[src/common/tve_pkg.sv]
// Constants shared by the timestamp and value encoding block.
// Assumes a 200 MHz aclk and a word-indexed register window on AXI4-Lite.
package tve_pkg;

    // ************************************************************
    // Clock and timing.
    // ************************************************************
    // Core clock rate in MHz.
    localparam int CLK_MHZ = 200;
    // Length of one timer tick, in milliseconds.
    localparam int TICK_MS = 1;
    // Clock cycles in one timer tick.
    localparam int TICK_CYCLES = CLK_MHZ * 1000 * TICK_MS;
    // Window after an external synchronisation, in hours.
    localparam int SYNC_WINDOW_H = 2;
    // The same window counted in ticks.
    localparam int WINDOW_TICKS = (SYNC_WINDOW_H * 3600 * 1000) / TICK_MS;

    // ************************************************************
    // Register indices (byte address is four times the index).
    // ************************************************************
    localparam int ADDR_W = 8;
    localparam int IDX_W = 5;
    localparam logic [IDX_W-1:0] IDX_FLAG_QUAL = 5'h00;
    localparam logic [IDX_W-1:0] IDX_FLAGS = 5'h01;
    localparam logic [IDX_W-1:0] IDX_NAT_TS = 5'h02;
    localparam logic [IDX_W-1:0] IDX_NAT_LAST = 5'h05;
    localparam logic [IDX_W-1:0] IDX_STD_TS = 5'h06;
    localparam logic [IDX_W-1:0] IDX_STD_LAST = 5'h09;
    localparam logic [IDX_W-1:0] IDX_TS_QUAL = 5'h0A;
    localparam logic [IDX_W-1:0] IDX_ENERGY = 5'h0B;
    localparam logic [IDX_W-1:0] IDX_ENERGY_LAST = 5'h0E;
    localparam logic [IDX_W-1:0] IDX_REAL = 5'h0F;
    localparam logic [IDX_W-1:0] IDX_REAL_LAST = 5'h10;
    localparam logic [IDX_W-1:0] IDX_NEUTRAL = 5'h11;
    localparam logic [IDX_W-1:0] IDX_UWORD = 5'h12;
    localparam logic [IDX_W-1:0] IDX_CTRL = 5'h13;

    // ************************************************************
    // Fields, reset values and special patterns.
    // ************************************************************
    localparam int TSQ_EXT_BIT = 12;
    localparam int TSQ_SYNC_BIT = 13;
    localparam int TSQ_SET_BIT = 14;
    localparam int CTRL_NEUTRAL_NA_BIT = 0;
    localparam int CTRL_OOO_BIT = 1;
    localparam logic [15:0] CTRL_RESET = 16'h0000;
    localparam logic [15:0] CTRL_MASK = 16'h0003;
    localparam logic [15:0] NA_U16 = 16'hFFFF;
    localparam logic [15:0] NA_S16 = 16'h8000;
    localparam logic [15:0] NEUTRAL_NA = 16'h8000;
    localparam logic [63:0] NA_S64 = 64'h8000_0000_0000_0000;
    localparam logic [31:0] NA_REAL = 32'hFFC0_0000;
    // Year bases 1900 and 2000 and the coded limits.
    localparam logic [11:0] YEAR_NAT_BASE = 12'h076C;
    localparam logic [11:0] YEAR_STD_BASE = 12'h07D0;
    localparam logic [11:0] YEAR_NAT_MIN = 12'h0050;
    localparam logic [11:0] YEAR_NAT_MAX = 12'h00C7;
    localparam logic [11:0] YEAR_STD_MAX = 12'h007F;
    localparam logic [15:0] MS_PER_S = 16'h03E8;
    // AXI responses.
    localparam logic [1:0] RESP_OKAY = 2'b00;
    localparam logic [1:0] RESP_SLVERR = 2'b10;
    localparam logic [1:0] RESP_DECERR = 2'b11;

    // Synchronisation window states, one-hot.
    typedef enum logic [1:0] {
        SYNC_NONE = 2'b01,
        SYNC_INWIN = 2'b10
    } tve_sync_st_t;

endpackage

[src/common/tve_ts_if.sv]
// Carries the time of day into the timestamp encoder and the coded words back.
// Assumes both ends sit on the same clock; the encoder is purely combinational.
`timescale 1ns/100ps
interface tve_ts_if;
    // Time of day in plain binary.
    logic [4:0] day;
    logic [3:0] month;
    logic [11:0] year;
    logic [4:0] hours;
    logic [5:0] minutes;
    logic [5:0] seconds;
    logic [9:0] millis;
    // Coded words, word 1 first.
    logic [15:0] nat_w [4];
    logic [15:0] std_w [4];
    // The owner of the time fields.
    modport src (output day, month, year, hours, minutes, seconds, millis,
                 input nat_w, std_w);
    // The encoder.
    modport enc (input day, month, year, hours, minutes, seconds, millis,
                 output nat_w, std_w);
endinterface

[src/verilog/tve_sync_timer.sv]
// Tracks whether the last external synchronisation is recent enough.
// Assumes sync_pulse is a one-cycle pulse from logic on aclk.
`timescale 1ns/100ps
module tve_sync_timer #(
    parameter int TICK_CYCLES = tve_pkg::TICK_CYCLES,
    parameter int WINDOW_TICKS = tve_pkg::WINDOW_TICKS
) (
    input wire logic aclk,
    input wire logic aresetn,
    input wire logic sync_pulse,
    output logic ext_synced
);

    localparam int PW = $clog2(TICK_CYCLES + 1);
    localparam int WW = $clog2(WINDOW_TICKS + 1);

    tve_pkg::tve_sync_st_t state_q; // Window state.
    logic [PW-1:0] presc_q; // Cycles within the current tick.
    logic [WW-1:0] ticks_q; // Ticks since the last sync.
    logic tick; // One-cycle tick enable.

    assign tick = (presc_q == PW'(TICK_CYCLES - 1));

    // ************************************************************
    // Tick divider.
    // ************************************************************
    // A sync restarts the divider so the window is never short by a tick.
    always_ff @(posedge aclk) begin
        if (!aresetn || sync_pulse || tick) begin
            presc_q <= '0;
        end else begin
            presc_q <= PW'(presc_q + 1'b1);
        end
    end

    // ************************************************************
    // Window state machine.
    // ************************************************************
    // two-hour sync window.
    always_ff @(posedge aclk) begin
        if (!aresetn) begin
            state_q <= tve_pkg::SYNC_NONE;
            ticks_q <= '0;
        end else if (sync_pulse) begin
            state_q <= tve_pkg::SYNC_INWIN;
            ticks_q <= '0;
        end else begin
            case (state_q)
                tve_pkg::SYNC_INWIN: begin
                    if (tick && ticks_q == WW'(WINDOW_TICKS - 1)) begin
                        state_q <= tve_pkg::SYNC_NONE;
                    end else if (tick) begin
                        ticks_q <= WW'(ticks_q + 1'b1);
                    end
                end
                default: begin
                    ticks_q <= '0;
                end
            endcase
        end
    end

    assign ext_synced = (state_q == tve_pkg::SYNC_INWIN);

endmodule // tve_sync_timer

[src/verilog/tve_top.sv]
// Register window that presents timestamps and measured values as 16-bit words.
// Assumes an AXI4-Lite master on aclk and value inputs from logic on aclk.
//
// Design decisions made here: the register addresses and the AXI4-Lite slave port.
`timescale 1ns/100ps
module tve_top #(
    parameter int TICK_CYCLES = tve_pkg::TICK_CYCLES,
    parameter int WINDOW_TICKS = tve_pkg::WINDOW_TICKS
) (
    input wire logic aclk,
    input wire logic aresetn,
    input wire logic [tve_pkg::ADDR_W-1:0] s_axi_awaddr,
    input wire logic [2:0] s_axi_awprot,
    input wire logic s_axi_awvalid,
    output logic s_axi_awready,
    input wire logic [31:0] s_axi_wdata,
    input wire logic [3:0] s_axi_wstrb,
    input wire logic s_axi_wvalid,
    output logic s_axi_wready,
    output logic [1:0] s_axi_bresp,
    output logic s_axi_bvalid,
    input wire logic s_axi_bready,
    input wire logic [tve_pkg::ADDR_W-1:0] s_axi_araddr,
    input wire logic [2:0] s_axi_arprot,
    input wire logic s_axi_arvalid,
    output logic s_axi_arready,
    output logic [31:0] s_axi_rdata,
    output logic [1:0] s_axi_rresp,
    output logic s_axi_rvalid,
    input wire logic s_axi_rready,
    input wire logic [4:0] time_day,
    input wire logic [3:0] time_month,
    input wire logic [11:0] time_year,
    input wire logic [4:0] time_hours,
    input wire logic [5:0] time_minutes,
    input wire logic [5:0] time_seconds,
    input wire logic [9:0] time_millis,
    input wire logic ext_sync_pulse,
    input wire logic int_synced,
    input wire logic date_set,
    input wire logic [15:0] contact_flags,
    input wire logic [15:0] contact_quality,
    input wire logic [63:0] energy_value,
    input wire logic energy_valid,
    input wire logic [31:0] real_value,
    input wire logic real_valid,
    input wire logic [15:0] neutral_value,
    input wire logic [15:0] uword_value,
    input wire logic uword_valid,
    output logic ext_synced
);

    // ************************************************************
    // Decoding helpers.
    // ************************************************************
    // True for any address inside the register window.
    function automatic logic is_mapped(input logic [tve_pkg::ADDR_W-1:0] a);
        return (a[tve_pkg::ADDR_W-1] == 1'b0) && (a[6:2] <= tve_pkg::IDX_CTRL);
    endfunction

    // True for the first word of a multi-word block.
    function automatic logic is_head(input logic [tve_pkg::IDX_W-1:0] i);
        return (i == tve_pkg::IDX_ENERGY) || (i == tve_pkg::IDX_REAL);
    endfunction

    // True for the last word of a multi-word block.
    function automatic logic is_last(input logic [tve_pkg::IDX_W-1:0] i);
        return (i == tve_pkg::IDX_ENERGY_LAST) || (i == tve_pkg::IDX_REAL_LAST);
    endfunction

    // ************************************************************
    // Submodules.
    // ************************************************************
    tve_ts_if ts (); // Time fields and coded timestamps.

    assign ts.day = time_day;
    assign ts.month = time_month;
    assign ts.year = time_year;
    assign ts.hours = time_hours;
    assign ts.minutes = time_minutes;
    assign ts.seconds = time_seconds;
    assign ts.millis = time_millis;

    tve_ts_encoder u_enc (
        .ts(ts)
    );

    tve_sync_timer #(
        .TICK_CYCLES(TICK_CYCLES),
        .WINDOW_TICKS(WINDOW_TICKS)
    ) u_timer (
        .aclk(aclk),
        .aresetn(aresetn),
        .sync_pulse(ext_sync_pulse),
        .ext_synced(ext_synced)
    );

    // ************************************************************
    // State.
    // ************************************************************
    logic [15:0] ctrl_q; // Neutral-absent and out-of-order controls.
    logic aw_have_q; // Write address held.
    logic [tve_pkg::ADDR_W-1:0] aw_addr_q; // Held write address.
    logic w_have_q; // Write data held.
    logic [15:0] w_data_q; // Held write data, low half.
    logic w_lane_q; // Low byte lane enabled.
    logic bvalid_q; // Write response pending.
    logic [1:0] bresp_q; // Write response code.
    logic rvalid_q; // Read response pending.
    logic [31:0] rdata_q; // Read data.
    logic [1:0] rresp_q; // Read response code.
    logic [63:0] snap_q; // Block snapshot, first word in the top bits.
    logic seq_act_q; // A block read is in progress.
    logic [tve_pkg::IDX_W-1:0] seq_next_q; // Index the block expects next.
    logic [1:0] seq_off_q; // Word offset of that index in the block.

    // Read decode results.
    logic [tve_pkg::IDX_W-1:0] ridx; // Read word index.
    logic [15:0] rd_word;
    logic [1:0] rd_resp;
    logic snap_load;
    logic [63:0] snap_val;
    logic seq_act_d;
    logic [tve_pkg::IDX_W-1:0] seq_next_d;
    logic [1:0] seq_off_d;
    logic [15:0] ts_qual; // Timestamp quality word.
    logic ooo; // Software forces values out of order.
    logic ar_hs; // Read address taken.
    logic wr_go; // Both write halves held.

    assign ridx = s_axi_araddr[6:2];
    assign ooo = ctrl_q[tve_pkg::CTRL_OOO_BIT];
    assign ar_hs = s_axi_arvalid && s_axi_arready;
    assign wr_go = aw_have_q && w_have_q && !bvalid_q;

    // Only bits 12 to 14 carry meaning; the rest are built as zero.
    always_comb begin
        ts_qual = '0;
        ts_qual[tve_pkg::TSQ_EXT_BIT] = ext_synced;
        ts_qual[tve_pkg::TSQ_SYNC_BIT] = int_synced;
        ts_qual[tve_pkg::TSQ_SET_BIT] = date_set;
    end

    // ************************************************************
    // Read decode.
    // ************************************************************
    // Blocks are snapshot on their first word so a multi-word value
    // cannot tear between reads; the price is that a block must be read
    // in order, first word first.
    always_comb begin
        rd_word = '0;
        rd_resp = tve_pkg::RESP_OKAY;
        snap_load = 1'b0;
        snap_val = '0;
        seq_act_d = 1'b0;
        seq_next_d = seq_next_q;
        seq_off_d = seq_off_q;
        if (!is_mapped(s_axi_araddr)) begin
            rd_resp = tve_pkg::RESP_DECERR;
        end else if (ridx == tve_pkg::IDX_FLAG_QUAL) begin
            rd_word = contact_quality;
        end else if (ridx == tve_pkg::IDX_FLAGS) begin
            rd_word = contact_flags;
        end else if (ridx <= tve_pkg::IDX_NAT_LAST) begin
            rd_word = ts.nat_w[2'(ridx - tve_pkg::IDX_NAT_TS)];
        end else if (ridx <= tve_pkg::IDX_STD_LAST) begin
            rd_word = ts.std_w[2'(ridx - tve_pkg::IDX_STD_TS)];
        end else if (ridx == tve_pkg::IDX_TS_QUAL) begin
            rd_word = ts_qual;
        end else if (is_head(ridx)) begin
            if (ridx == tve_pkg::IDX_ENERGY) begin
                snap_val = (energy_valid && !ooo) ? energy_value : tve_pkg::NA_S64;
            end else begin
                snap_val = {((real_valid && !ooo) ? real_value : tve_pkg::NA_REAL), 32'h0000_0000};
            end
            snap_load = 1'b1;
            rd_word = snap_val[63:48];
            seq_act_d = 1'b1;
            seq_next_d = tve_pkg::IDX_W'(ridx + 1'b1);
            seq_off_d = 2'd1;
        end else if (ridx <= tve_pkg::IDX_REAL_LAST) begin
            if (seq_act_q && ridx == seq_next_q) begin
                rd_word = snap_q[6'(63 - 16 * seq_off_q) -: 16];
                seq_act_d = !is_last(ridx);
                seq_next_d = tve_pkg::IDX_W'(ridx + 1'b1);
                seq_off_d = 2'(seq_off_q + 1'b1);
            end else begin
                rd_resp = tve_pkg::RESP_SLVERR;
            end
        end else if (ridx == tve_pkg::IDX_NEUTRAL) begin
            if (ctrl_q[tve_pkg::CTRL_NEUTRAL_NA_BIT]) begin
                rd_word = tve_pkg::NEUTRAL_NA;
            end else if (ooo) begin
                rd_word = tve_pkg::NA_S16;
            end else begin
                rd_word = neutral_value;
            end
        end else if (ridx == tve_pkg::IDX_UWORD) begin
            rd_word = (uword_valid && !ooo) ? uword_value : tve_pkg::NA_U16;
        end else begin
            rd_word = ctrl_q;
        end
    end

    // ************************************************************
    // Read channel.
    // ************************************************************
    // One read at a time: the address is refused while data is pending.
    assign s_axi_arready = !rvalid_q;

    always_ff @(posedge aclk) begin
        if (!aresetn) begin
            rvalid_q <= 1'b0;
            rdata_q <= '0;
            rresp_q <= tve_pkg::RESP_OKAY;
        end else if (ar_hs) begin
            rvalid_q <= 1'b1;
            rdata_q <= {16'h0000, rd_word};
            rresp_q <= rd_resp;
        end else if (s_axi_rready) begin
            rvalid_q <= 1'b0;
        end
    end

    // Any read that is not the expected next block word ends the block.
    always_ff @(posedge aclk) begin
        if (!aresetn) begin
            seq_act_q <= 1'b0;
            seq_next_q <= '0;
            seq_off_q <= '0;
            snap_q <= '0;
        end else if (ar_hs) begin
            seq_act_q <= seq_act_d;
            seq_next_q <= seq_next_d;
            seq_off_q <= seq_off_d;
            if (snap_load) begin
                snap_q <= snap_val;
            end
        end
    end

    // ************************************************************
    // Write channel.
    // ************************************************************
    // Address and data are taken in either order and held until both
    // have arrived; each ready drops while its half is held.
    assign s_axi_awready = !aw_have_q && !bvalid_q;
    assign s_axi_wready = !w_have_q && !bvalid_q;

    always_ff @(posedge aclk) begin
        if (!aresetn || wr_go) begin
            aw_have_q <= 1'b0;
            aw_addr_q <= '0;
        end else if (s_axi_awvalid && s_axi_awready) begin
            aw_have_q <= 1'b1;
            aw_addr_q <= s_axi_awaddr;
        end
    end

    always_ff @(posedge aclk) begin
        if (!aresetn || wr_go) begin
            w_have_q <= 1'b0;
            w_data_q <= '0;
            w_lane_q <= 1'b0;
        end else if (s_axi_wvalid && s_axi_wready) begin
            w_have_q <= 1'b1;
            w_data_q <= s_axi_wdata[15:0];
            w_lane_q <= s_axi_wstrb[0];
        end
    end

    // Only the control word is writable; the rest answer with an error
    // so that a misdirected write is visible to software.
    always_ff @(posedge aclk) begin
        if (!aresetn) begin
            ctrl_q <= tve_pkg::CTRL_RESET;
            bvalid_q <= 1'b0;
            bresp_q <= tve_pkg::RESP_OKAY;
        end else if (wr_go) begin
            bvalid_q <= 1'b1;
            if (!is_mapped(aw_addr_q)) begin
                bresp_q <= tve_pkg::RESP_DECERR;
            end else if (aw_addr_q[6:2] == tve_pkg::IDX_CTRL) begin
                bresp_q <= tve_pkg::RESP_OKAY;
                if (w_lane_q) begin
                    ctrl_q <= w_data_q & tve_pkg::CTRL_MASK;
                end
            end else begin
                bresp_q <= tve_pkg::RESP_SLVERR;
            end
        end else if (s_axi_bready) begin
            bvalid_q <= 1'b0;
        end
    end

    assign s_axi_bvalid = bvalid_q;
    assign s_axi_bresp = bresp_q;
    assign s_axi_rvalid = rvalid_q;
    assign s_axi_rdata = rdata_q;
    assign s_axi_rresp = rresp_q;

endmodule // tve_top

[src/verilog/tve_ts_encoder.sv]
// Encodes the time of day into the module-native and standard timestamps.
// Assumes its inputs are in range; years outside a format are clamped.
`timescale 1ns/100ps
module tve_ts_encoder (
    tve_ts_if.enc ts
);

    // ************************************************************
    // Year coding.
    // ************************************************************
    logic [11:0] nat_year; // Year minus 1900, clamped.
    logic [11:0] std_year; // Year minus 2000, clamped.

    // Clamping keeps a wild year from wrapping into a plausible one.
    always_comb begin
        if (ts.year < (tve_pkg::YEAR_NAT_BASE + tve_pkg::YEAR_NAT_MIN)) begin
            nat_year = tve_pkg::YEAR_NAT_MIN;
        end else if (ts.year > (tve_pkg::YEAR_NAT_BASE + tve_pkg::YEAR_NAT_MAX)) begin
            nat_year = tve_pkg::YEAR_NAT_MAX;
        end else begin
            nat_year = ts.year - tve_pkg::YEAR_NAT_BASE;
        end
        if (ts.year < tve_pkg::YEAR_STD_BASE) begin
            std_year = '0;
        end else if (ts.year > (tve_pkg::YEAR_STD_BASE + tve_pkg::YEAR_STD_MAX)) begin
            std_year = tve_pkg::YEAR_STD_MAX;
        end else begin
            std_year = ts.year - tve_pkg::YEAR_STD_BASE;
        end
    end

    // ************************************************************
    // Word packing.
    // ************************************************************
    // Reserved positions are built as zero, never left floating.
    always_comb begin
        ts.nat_w[0] = {4'h0, ts.month, 3'h0, ts.day};
        ts.nat_w[1] = {nat_year[7:0], 3'h0, ts.hours};
        ts.nat_w[2] = {2'h0, ts.minutes, 2'h0, ts.seconds};
        ts.nat_w[3] = {6'h00, ts.millis};
        ts.std_w[0] = {9'h000, std_year[6:0]};
        ts.std_w[1] = {4'h0, ts.month, 3'h0, ts.day};
        ts.std_w[2] = {3'h0, ts.hours, 2'h0, ts.minutes};
        ts.std_w[3] = 16'(16'(ts.seconds) * tve_pkg::MS_PER_S + 16'(ts.millis));
    end

endmodule // tve_ts_encoder
[config.mk]
export PLATFORM = sky130hd
export DESIGN_NAME = tve_top
export DESIGN_NICKNAME = d
export VERILOG_FILES = /design/src/common/tve_pkg.sv /design/src/common/tve_ts_if.sv /design/src/verilog/tve_sync_timer.sv /design/src/verilog/tve_top.sv /design/src/verilog/tve_ts_encoder.sv
export SDC_FILE = /design/constraint.sdc
export NUM_CORES = 1
export LEC_CHECK = 0
export BUFFER_PORTS_ARGS = -buffer_cell sky130_fd_sc_hd__buf_4
export CAP_MARGIN = 30
export CORE_MARGIN = 3
export CORE_UTILIZATION = 40
export DETAILED_ROUTE_END_ITERATION = 10
export PLACE_DENSITY = 0.73
export SETUP_SLACK_MARGIN = 0.3
export SLEW_MARGIN = 20
export SYNTH_ARGS = -nofsm -noshare
export SYNTH_HDL_FRONTEND = slang
export SYNTH_SLANG_ARGS = --single-unit
[constraint.sdc]
create_clock -name aclk -period 5.6 [get_ports aclk]
set_clock_uncertainty 0.05 [all_clocks]
set_input_delay 1.4 -clock aclk [delete_from_list [all_inputs] [get_ports aclk]]
set_output_delay 1.4 -clock aclk [all_outputs]
set_load 0.01 [all_outputs]
# After elaboration in Yosys (flattened, before gate mapping)
# Index checks and enable logic that the tools add are counted.
# totals
regBits	152
inputBits	279
out_inout_bits	42
wordCells	179
# classes
add_sub_neg	10
n_mul	1
n_lt_le_gt_ge	11
eq_ne	13
shifts	1
muxes	74
bitwise_logic	12
reduce_logical	39
# op_table
op	n
2-to-1 mux 64 bit	9
2-to-1 mux 16 bit	18
indexed part select 79 x 7 -> 16 bit	1
binary-select mux 16 bit (select 2 bit)	2
2-to-1 mux 2 bit	17
2-to-1 mux 32 bit	1
> comparator 12 bit, second input constant	2
less-than comparator 12 x 11 -> 1 bit, second input constant	2
adder 23 x 1 -> 23 bit, second input constant	1
== test 23 bit, second input constant	1
== test 5 x 4 -> 1 bit, second input constant	4
== test 5 bit, second input constant	4
2-to-1 mux 1 bit	20
adder 18 x 1 -> 18 bit, second input constant	1
== test 18 bit, second input constant	1
adder 16 x 10 -> 16 bit	1
2-to-1 mux 8 bit	2
less-or-equal comparator 5 bit, second input constant	3
2-to-1 mux 5 bit	3
logical AND 1 bit	14
2-to-1 mux 7 bit	2
multiplier 6 x 7 -> 13 bit, second input constant	1
nonzero test 2 bit	6
NOT 1 bit	10
20 further kinds	35

# Longest topological paths before layout
# Gate-level depths: netlist (run 1).
# depth
word_depth	13
mapped_depth	17
ltp_nobuf	17

# By module
# A second synthesis (run 1) with hierarchy kept.
# unflattened
cells_unflattened	1368
area_unflattened_um2	11681.2
# by_module_without_submodules
mod	instances	cells_each	area_each_um2	seq_area_each_um2
tve_top	1	816	7204.4	2142.1
tve_ts_encoder	1	301	2357.3	0.0
tve_sync_timer	1	251	2119.5	860.8

# Least setup slack after synthesis (run 1)
# OpenSTA, ideal clock, no wires.
# synth_timing
kind	input port to flip-flop
from	in time_seconds[0]
to	reg rdata_q[13], in the netlist s_axi_rdata[13]
setup_ns	0.131
arrival_ns	5.021
t_required_ns	5.419
setup_slack_ns	0.398
cell_stages	16
n_path_buf	0
path_cell_list	fa_1 > ha_1 > inv_1 > fa_1 > inv_1 > ha_1 > inv_1 > fa_1 > xnor2_1 > ha_1 > o21ai_0 > a2111oi_2 > nand3b_1 > xnor2_1 > a221oi_1 > o22ai_1
# synth_between
elab_chain_cells	10
# synth_lines
element	line_no	text
start, declared	tve_top.sv:36	input wire logic [5:0] time_seconds,
multiplier 6 x 7 -> 13 bit	tve_ts_encoder.sv:44	ts.std_w[3] = 16'(16'(ts.seconds) * tve_pkg::MS_PER_S + 16'(ts.millis));
adder 16 x 10 -> 16 bit	tve_ts_encoder.sv:44	
binary-select mux 16 bit (select 2 bit)	tve_top.sv:167	rd_word = ts.std_w[2'(ridx - tve_pkg::IDX_STD_TS)];
2-to-1 mux 16 bit (not written as such) (2 in a row)	tve_top.sv:167	
2-to-1 mux 16 bit	tve_top.sv:166	end else if (ridx <= tve_pkg::IDX_STD_LAST) begin
2-to-1 mux 16 bit	tve_top.sv:164	end else if (ridx <= tve_pkg::IDX_NAT_LAST) begin
2-to-1 mux 16 bit	tve_top.sv:162	end else if (ridx == tve_pkg::IDX_FLAGS) begin
2-to-1 mux 16 bit	tve_top.sv:160	end else if (ridx == tve_pkg::IDX_FLAG_QUAL) begin
2-to-1 mux 16 bit	tve_top.sv:158	if (!is_mapped(s_axi_araddr)) begin
end signal, assigned	tve_top.sv:218	rdata_q <= {16'h0000, rd_word};
end, declared	tve_top.sv:110	logic [31:0] rdata_q;
# No other way between the ends. The select of a mux whose other input is x is not followed.
# A chain may end at the register's enable or synchronous reset.

# Worst setup path after layout (run 1)
# Ends and elaborated chain as after synthesis.

==> results of run 1 <==
## worst max path at each step
| stage | start | to | slack (ns) |
|---|---|---|---|
| after floorplan | time_seconds[0] | s_axi_rdata[13] | 0.40 |
| after detailed placement | time_seconds[0] | s_axi_rdata[13] | -0.18 |
| after global placement | time_seconds[0] | s_axi_rdata[13] | -0.04 |
| after global routing | time_seconds[0] | s_axi_rdata[13] | 0.31 |
| final | time_seconds[0] | s_axi_rdata[13] | 0.47 |
| after CTS | time_seconds[0] | s_axi_rdata[13] | 0.39 |
## repair_timing
| item | in CTS | in global routing |
|---|---|---|
| setup endpoints to repair | 1 | 1 |
| pin swaps | 1 | 0 |
| resized for setup | 1 | 1 |
| cloned | 0 | 0 |
## tightest hold or removal path: cells and delay by family, from the launching register on
family           cells  cell delay [ns]
AND/OR/NAND/NOR      1             0.05
flip-flops           1             0.31
AO/OA/AOI/OAI        1             0.05
## per-layer routing
layer	part of all wire, %	global-route usage [%]
met5	0.020	0
met4	3.0	9.00
met3	11	7.08
met2	45	40.3
met1	41	33.1
## report_power, final
group	internal, mW	leakage, nW	switching (mW)
Clock	0.632	0.282	0.515
Combinational	0.472	3.95	0.558
Sequential	1.08	1.21	0.0103
Total	2.19	5.45	1.08
## Yosys cell counts, types with 17 or more instances
library cell	count	area share, %
xor2_1	21	1.8
a21oi_1	57	2.8
mux4_2	19	4.2
buf_4	25	1.8
a221oi_1	26	2.2
nand2_1	99	3.7
xnor2_1	32	2.8
dfxtp_1	150	30
ha_1	43	5.3
nor3b_1	17	1.3
buf_2	17	0.84
o21ai_0	57	2.8
clkbuf_1	41	1.5
nor2_1	131	4.8
a22o_1	43	3.7
inv_1	57	2.1
nand3_1	37	1.8
## sequential cells by signal (all words and copies together), names as in the netlist, 2 cells and up
register / flops
seq_off_q: 2
u_timer.state_q: 2
u_timer.ticks_q: 23
s_axi_rdata: 16
s_axi_bresp: 2
u_timer.presc_q: 18
w_data_q: 2
snap_q: 64
seq_next_q: 5
aw_addr_q: 6
s_axi_rresp: 2
ctrl_q: 2
## kinds of logic after synthesis
kind of cell	synth area share (%)
and+or+nand+nor	19.9
AOI/OAI and AO/OA	25.1
DFF	29.5
buffers and inverters	6.63
adders and majority gates	8.05
xor gates and xnor gates	4.56
muxes	6.24
other	0.0369
## area by class of cell
cell class	instances	share of cell area (%)
repair buffers	291	16.9
inverters	58	1.68
multi-input cells	918	50.7
clock buffers	17	3.28
clock inverters	14	1.22
well taps	324	3.12
flip-flops and latches	150	23.1
## stage by stage
step / setup TNS (ns) / hold WS, ns
6_report: 0 / 0.409
3_3_place_gp: -0.0409 / 0.385
3_5_place_dp: -0.178 / 0.403
5_1_grt: 0 / 0.439
2_1_floorplan: 0 / 0.370
4_1_cts: 0 / 0.410
==> impl_results.md, run 1 <==
* Final period util at approximately nine tenths
* Hold_sp: snap_q[63]
* Slew Viols, Final at 0
* Worst path buffer plus inverter count at 4
* Flop and latch count out of synthesis at 150
* Synthesized cell area at roughly 10,000 um2
* Max_cap viols at 0
* Post-route cell area at 13,000 um2
* Final worst slack at around 0.47 ns
* Post-synth EDFFs at 0
* RR Startpoint: ctrl_q[1]
* Placed cell area at 12,400 um2
* YS warnings at 0
* Dpl cells at 1,739
* GP Congestion at 0.931
* Critical Path RT at 5.85 ns
* Reg2Reg Depth at 6
* Die Y at 165 um
* Worst VDD drop at 0.213 mV
* # clock sinks at 150
* Via count at between 10,000 and 15,000
* Hold Fails Final Rpt at 0
* CTS tree: done
* Mean Syn Cell Area at roughly 8.5 um2
* Final WL at between 30 and 40 mm
* DRT antenna net count at 0
* Antenna Cells at 0
* CTS clk-pin slew, worst paths at roughly 0.07 ns
* Post-DP HPWL at 28.0 mm
* Row cnt at 57
* Initial antenna violation count at 1
* RR Endpoint: s_axi_rdata[2]
* Setup Buffers After CTS at 0
* Initial drt markers at 955
* Crit path DAT at 5.39 ns
* First-pass GRT wire length at roughly 54 mm
* Slew HR at 35.9%
* Synth Instances at roughly 1,200
* Clock Tree Root: clkbuf_16
* End of the worst hold path: snap_q[63]
* Worst Setup End Kind: register
* Sequential element share of the synthesized area at 29.5%
* Fin util at a little over half
* Leak at 5.45 nW
* CP Cell Sequence: buf_4 -> fa_1 -> ha_1 -> inv_1 -> fa_1 -> inv_1 -> ha_1 -> inv_1 -> fa_1 -> xnor2_1 -> ha_1 -> o21ai_0 -> a2111oi_4 -> nand3b_1 -> xnor2_1 -> a221oi_2 -> o22ai_1
* Non-Filler Instances at between 1,500 and 2,000
* CP Launch Type: primary input
* Final setup viols at 0
* CP max-delay cell: fa_1
* Cts bufs inserted at 17
* Skew-Pair Late Insertion Delay at between 0.4 and 0.5 ns
* Vias in the first global route at 9,913
* Most frequent cells in the layout: buf_4, dfxtp_1, nor2_1
* CTS HTree Levels at 4
* Cts hold-fix bufs at 0
* Router iterations before antenna repair at 5
* Die width at 165 um
* Final #Nets at 1,772
* Fraction of layout cells with a size suffix above 1 at 25.8%
* Max Freq at 0.195 GHz
* Crit path max-delay family: adder cells
* Total power at 3.27 mW
* Worst path max stage delay at 0.54 ns
* Port Buffer Count at 261
* Initial Utilization at 41.2%
* Unique cell type count in the Yosys netlist at 93
* Die footprint at approximately 27,000 um2
* Most common cell after layout, fill and taps aside: buf_4
* Sequential Area at 3000 um2
* Overflow left after global routing at 0
* Hold/Removal Path Class: register to register
* Outcome: completed
* Io pins at about 320
* Ys async rst share at 0%
* Pwr/cell area at between 200 and 300 nW/um2
* Routed vias/inst at 5.84
* Actual transition at the worst max-transition pin at 0.961 ns
* Unrepaired setup endpoints after global routing: false
* Largest net degree at the start of global routing at 41
* Most used DFF post-synth: dfxtp_1
* Area of the core at 24,700 um2
* Hold path cells at 2
* GR Util All Layers at 25.4%
* Drc violations at 0
* Fillers at 2,373
* Crit-path max FO at 3
* Pre-CTS setup slack at -0.178 ns
* Multi-input gate area at 6580 um2
* Register-to-register setup slack at approximately 2.7 ns
* Drt wl/cell at 20.0 um
* Max Buffers Root-to-Sink at 2
* Post-route minimum period at approximately 5.1 ns
* Type of the worst setup path: primary input to register
* Syn-to-layout area delta at 27.6%
* CP Depth at 17
(Power assumes the default switching activity.)
==> run 2: changes to the inputs <==
clock period = 5.9 ns   (was 5.6 ns; I/O delays follow)
==> run 2 against run 1 <==
Effect of this change: non-clock buffer count shrank 13; global-route usage about the same; routed wire length grew 0.88%; utilization down 0.24 points; largest power group unchanged; sequential power fell by 5%; count of clock-buffer cells in the layout increased by 2; design area is 0.45% lower; setup slack improved by 0.044 ns.
==> impl_results.md, run 2 (same netlist as run 1, synthesis figures left out) <==
* Row cnt at 57 (unchanged)
* Part of the power in registers at 33.4% (about the same)
* Hold Fails Final Rpt at 0 (unchanged)
* Area of the core at 24,700 um2 (unchanged)
* Overflow left after global routing at 0 (unchanged)
* Via count at 10,300 (about the same)
* Die width at 165 um (unchanged)
* CTS HTree Levels at 4 (unchanged)
* GP Congestion at 0.935 (was 0.931)
* Crit-path max FO at 5 (was 3)
* Cts hold-fix bufs at 0 (unchanged)
* Skew-Pair Late Insertion Delay at 0.42 ns (was 0.43 ns)
* DRT antenna net count at 0 (unchanged)
* Initial Utilization at 41.2% (unchanged)
* CTS tree: done (unchanged)
* Post-route cell area at 12,900 um2 (was 13,000 um2)
* First-pass GRT wire length at 54.1 mm (was 53.8 mm)
* Sequential Area at 3000 um2 (unchanged)
* Initial drt markers at 1,018 (was 955)
* Multi-input gate area at 6570 um2 (was 6580 um2)
* Crit path DAT at 5.63 ns (was 5.39 ns)
* Slew Viols, Final at 0 (unchanged)
* Outcome: completed (unchanged)
* Routed vias/inst at 5.87 (was 5.84)
* Fillers at 2,351 (was 2,373)
* Final #Nets at 1,759 (was 1,772)
* Unrepaired setup endpoints after global routing: false (unchanged)
* Clk pwr share at 37.0% (was 35.1%)
* Cts bufs inserted at 17 (unchanged)
* Clock Tree Root: clkbuf_16 (unchanged)
* Fraction of layout cells with a size suffix above 1 at 25.2% (was 25.8%)
* Initial antenna violation count at 2 (was 1)
* Drc violations at 0 (unchanged)
* Final worst slack at 0.510 ns (was 0.466 ns)
* Io pins at 321 (unchanged)
* CP Launch Type: primary input (unchanged)
* Critical Path RT at 6.14 ns (was 5.85 ns)
* Most common cell after layout, fill and taps aside: buf_4 (unchanged)
* Most frequent cells in the layout: buf_4, dfxtp_1, nor2_1 (unchanged)
* Max Buffers Root-to-Sink at 2 (unchanged)
* Worst VDD drop at 0.179 mV (was 0.213 mV)
* P_sw at 0.974 mW (was 1.08 mW)
* # clock sinks at 150 (unchanged)
* Top flop regs: snap_q x64, u_timer.ticks_q x23, u_timer.presc_q x18 (unchanged)
* Max Freq at around 0.19 GHz
* Post-DP HPWL at 27.9 mm (was 28.0 mm)
* Combinational Power Share at 29.6% (was 31.5%)
* Worst Setup End Kind: register (unchanged)
* Post-route minimum period at 5.39 ns
* Pwr/cell area at 240 nW/um2 (was 252 nW/um2)
* Drt wl/cell at 20.3 um (was 20.0 um)
* Router iterations before antenna repair at 6 (was 5)
* Port Buffer Count at 261 (unchanged)
* Die footprint at 27,400 um2 (unchanged)
* Pre-CTS setup slack at -0.0117 ns (was -0.178 ns)
* Setup_tns at 0 ns (unchanged)
* Final WL at 35.8 mm (was 35.5 mm)
* Type of the worst setup path: primary input to register (unchanged)
* Leak at 5.40 nW (was 5.45 nW)
* Slew HR at 38.3% (was 35.9%)
* CTS clk-pin slew, worst paths at 0.06 ns (was 0.07 ns)
* Final period util at 91.4%
* Die Y at 165 um (unchanged)
* Hold_ws at 0.402 ns (was 0.409 ns)
* Vias in the first global route at 9,873 (was 9,913)
* Max reg flops at 64 (unchanged)
* Syn-to-layout area delta at 27.0% (was 27.6%)
* Most flops, register: snap_q (unchanged)
* Actual transition at the worst max-transition pin at 0.925 ns (was 0.961 ns)
* Placed cell area at 12,300 um2 (was 12,400 um2)
* Largest net degree at the start of global routing at 56 (was 41)
* Max_cap viols at 0 (unchanged)
* Internal at 2.13 mW (was 2.19 mW)
* GR Util All Layers at 25.4% (about the same)
* Sw frac at 31.4% (was 33.2%)
* Final setup viols at 0 (unchanged)
* Hold/Removal Path Class: register to register (unchanged)
## run 2: final cells by class
class / instances / share of cell area (%)
flip-flops and latches: 150 / 23.2
clock buffers: 19 / 3.51
inverters: 58 / 1.68
repair buffers: 278 / 16.3
diodes: 1 / 0.0194
well taps: 324 / 3.14
multi-input cells: 918 / 50.8
clock inverters: 12 / 1.30
## run 2: metrics by stage
stage / util (%) / power, mW / std cells
floorplan: - / 1.66 / 1213
global placement: 49.7 / 1.95 / 1727
detailed placement: 49.7 / 1.96 / 1727
CTS: 52.2 / 3.11 / 1758
global route: 52.4 / 3.26 / 1759
finish: 52.4 / 3.11 / 1760
## run 2: path summary, 6_finish.rpt
path | endpoint | from | cells after the start | slack, ns
worst max-delay path | s_axi_rdata[13] | time_seconds[0] | 18 | 0.51
worst min-delay path | snap_q[63] | snap_q[63] | 2 | 0.40
worst max register to register | seq_off_q[1] | s_axi_rvalid | 7 | 2.90
worst min register to register | snap_q[63] | snap_q[63] | 2 | 0.40
## run 2: worst max-delay path, stage by stage
cell       delay, ns
buf_4           0.14
fa_1            0.54
ha_1            0.31
inv_1           0.07
fa_1            0.54
inv_1           0.05
ha_1            0.22
inv_1           0.07
fa_1            0.41
inv_1           0.07
ha_1            0.20
nor3_1          0.09
o21a_1          0.11
a2111oi_2       0.47
nand3b_1        0.18
xnor2_1         0.17
a221oi_2        0.36
o22ai_1         0.14
## run 2: power groups by stage
stage	clock network (mW)	logic, mW	registers (mW)
after floorplan	0	0.601	1.06
after global placement	0	0.886	1.06
after detailed placement	0	0.901	1.06
after CTS	1.17	0.907	1.04
after global routing	1.21	1.02	1.04
final	1.15	0.921	1.04
## run 2: routing by layer
layer  global-route usage, %  vias up  routed length (um)
met5                       0        -                  36
met4                    7.07        4                 801
met3                    6.36       55                3770
met2                    41.2      508               16600
met1                    33.5     4937               14600
li1                        -     4824                   -
## run 2: timing repair
action | in CTS | in global routing
setup buffers | 0 | 0
resized for setup | 0 | 1
endpoints found under the setup margin | 0 | 1
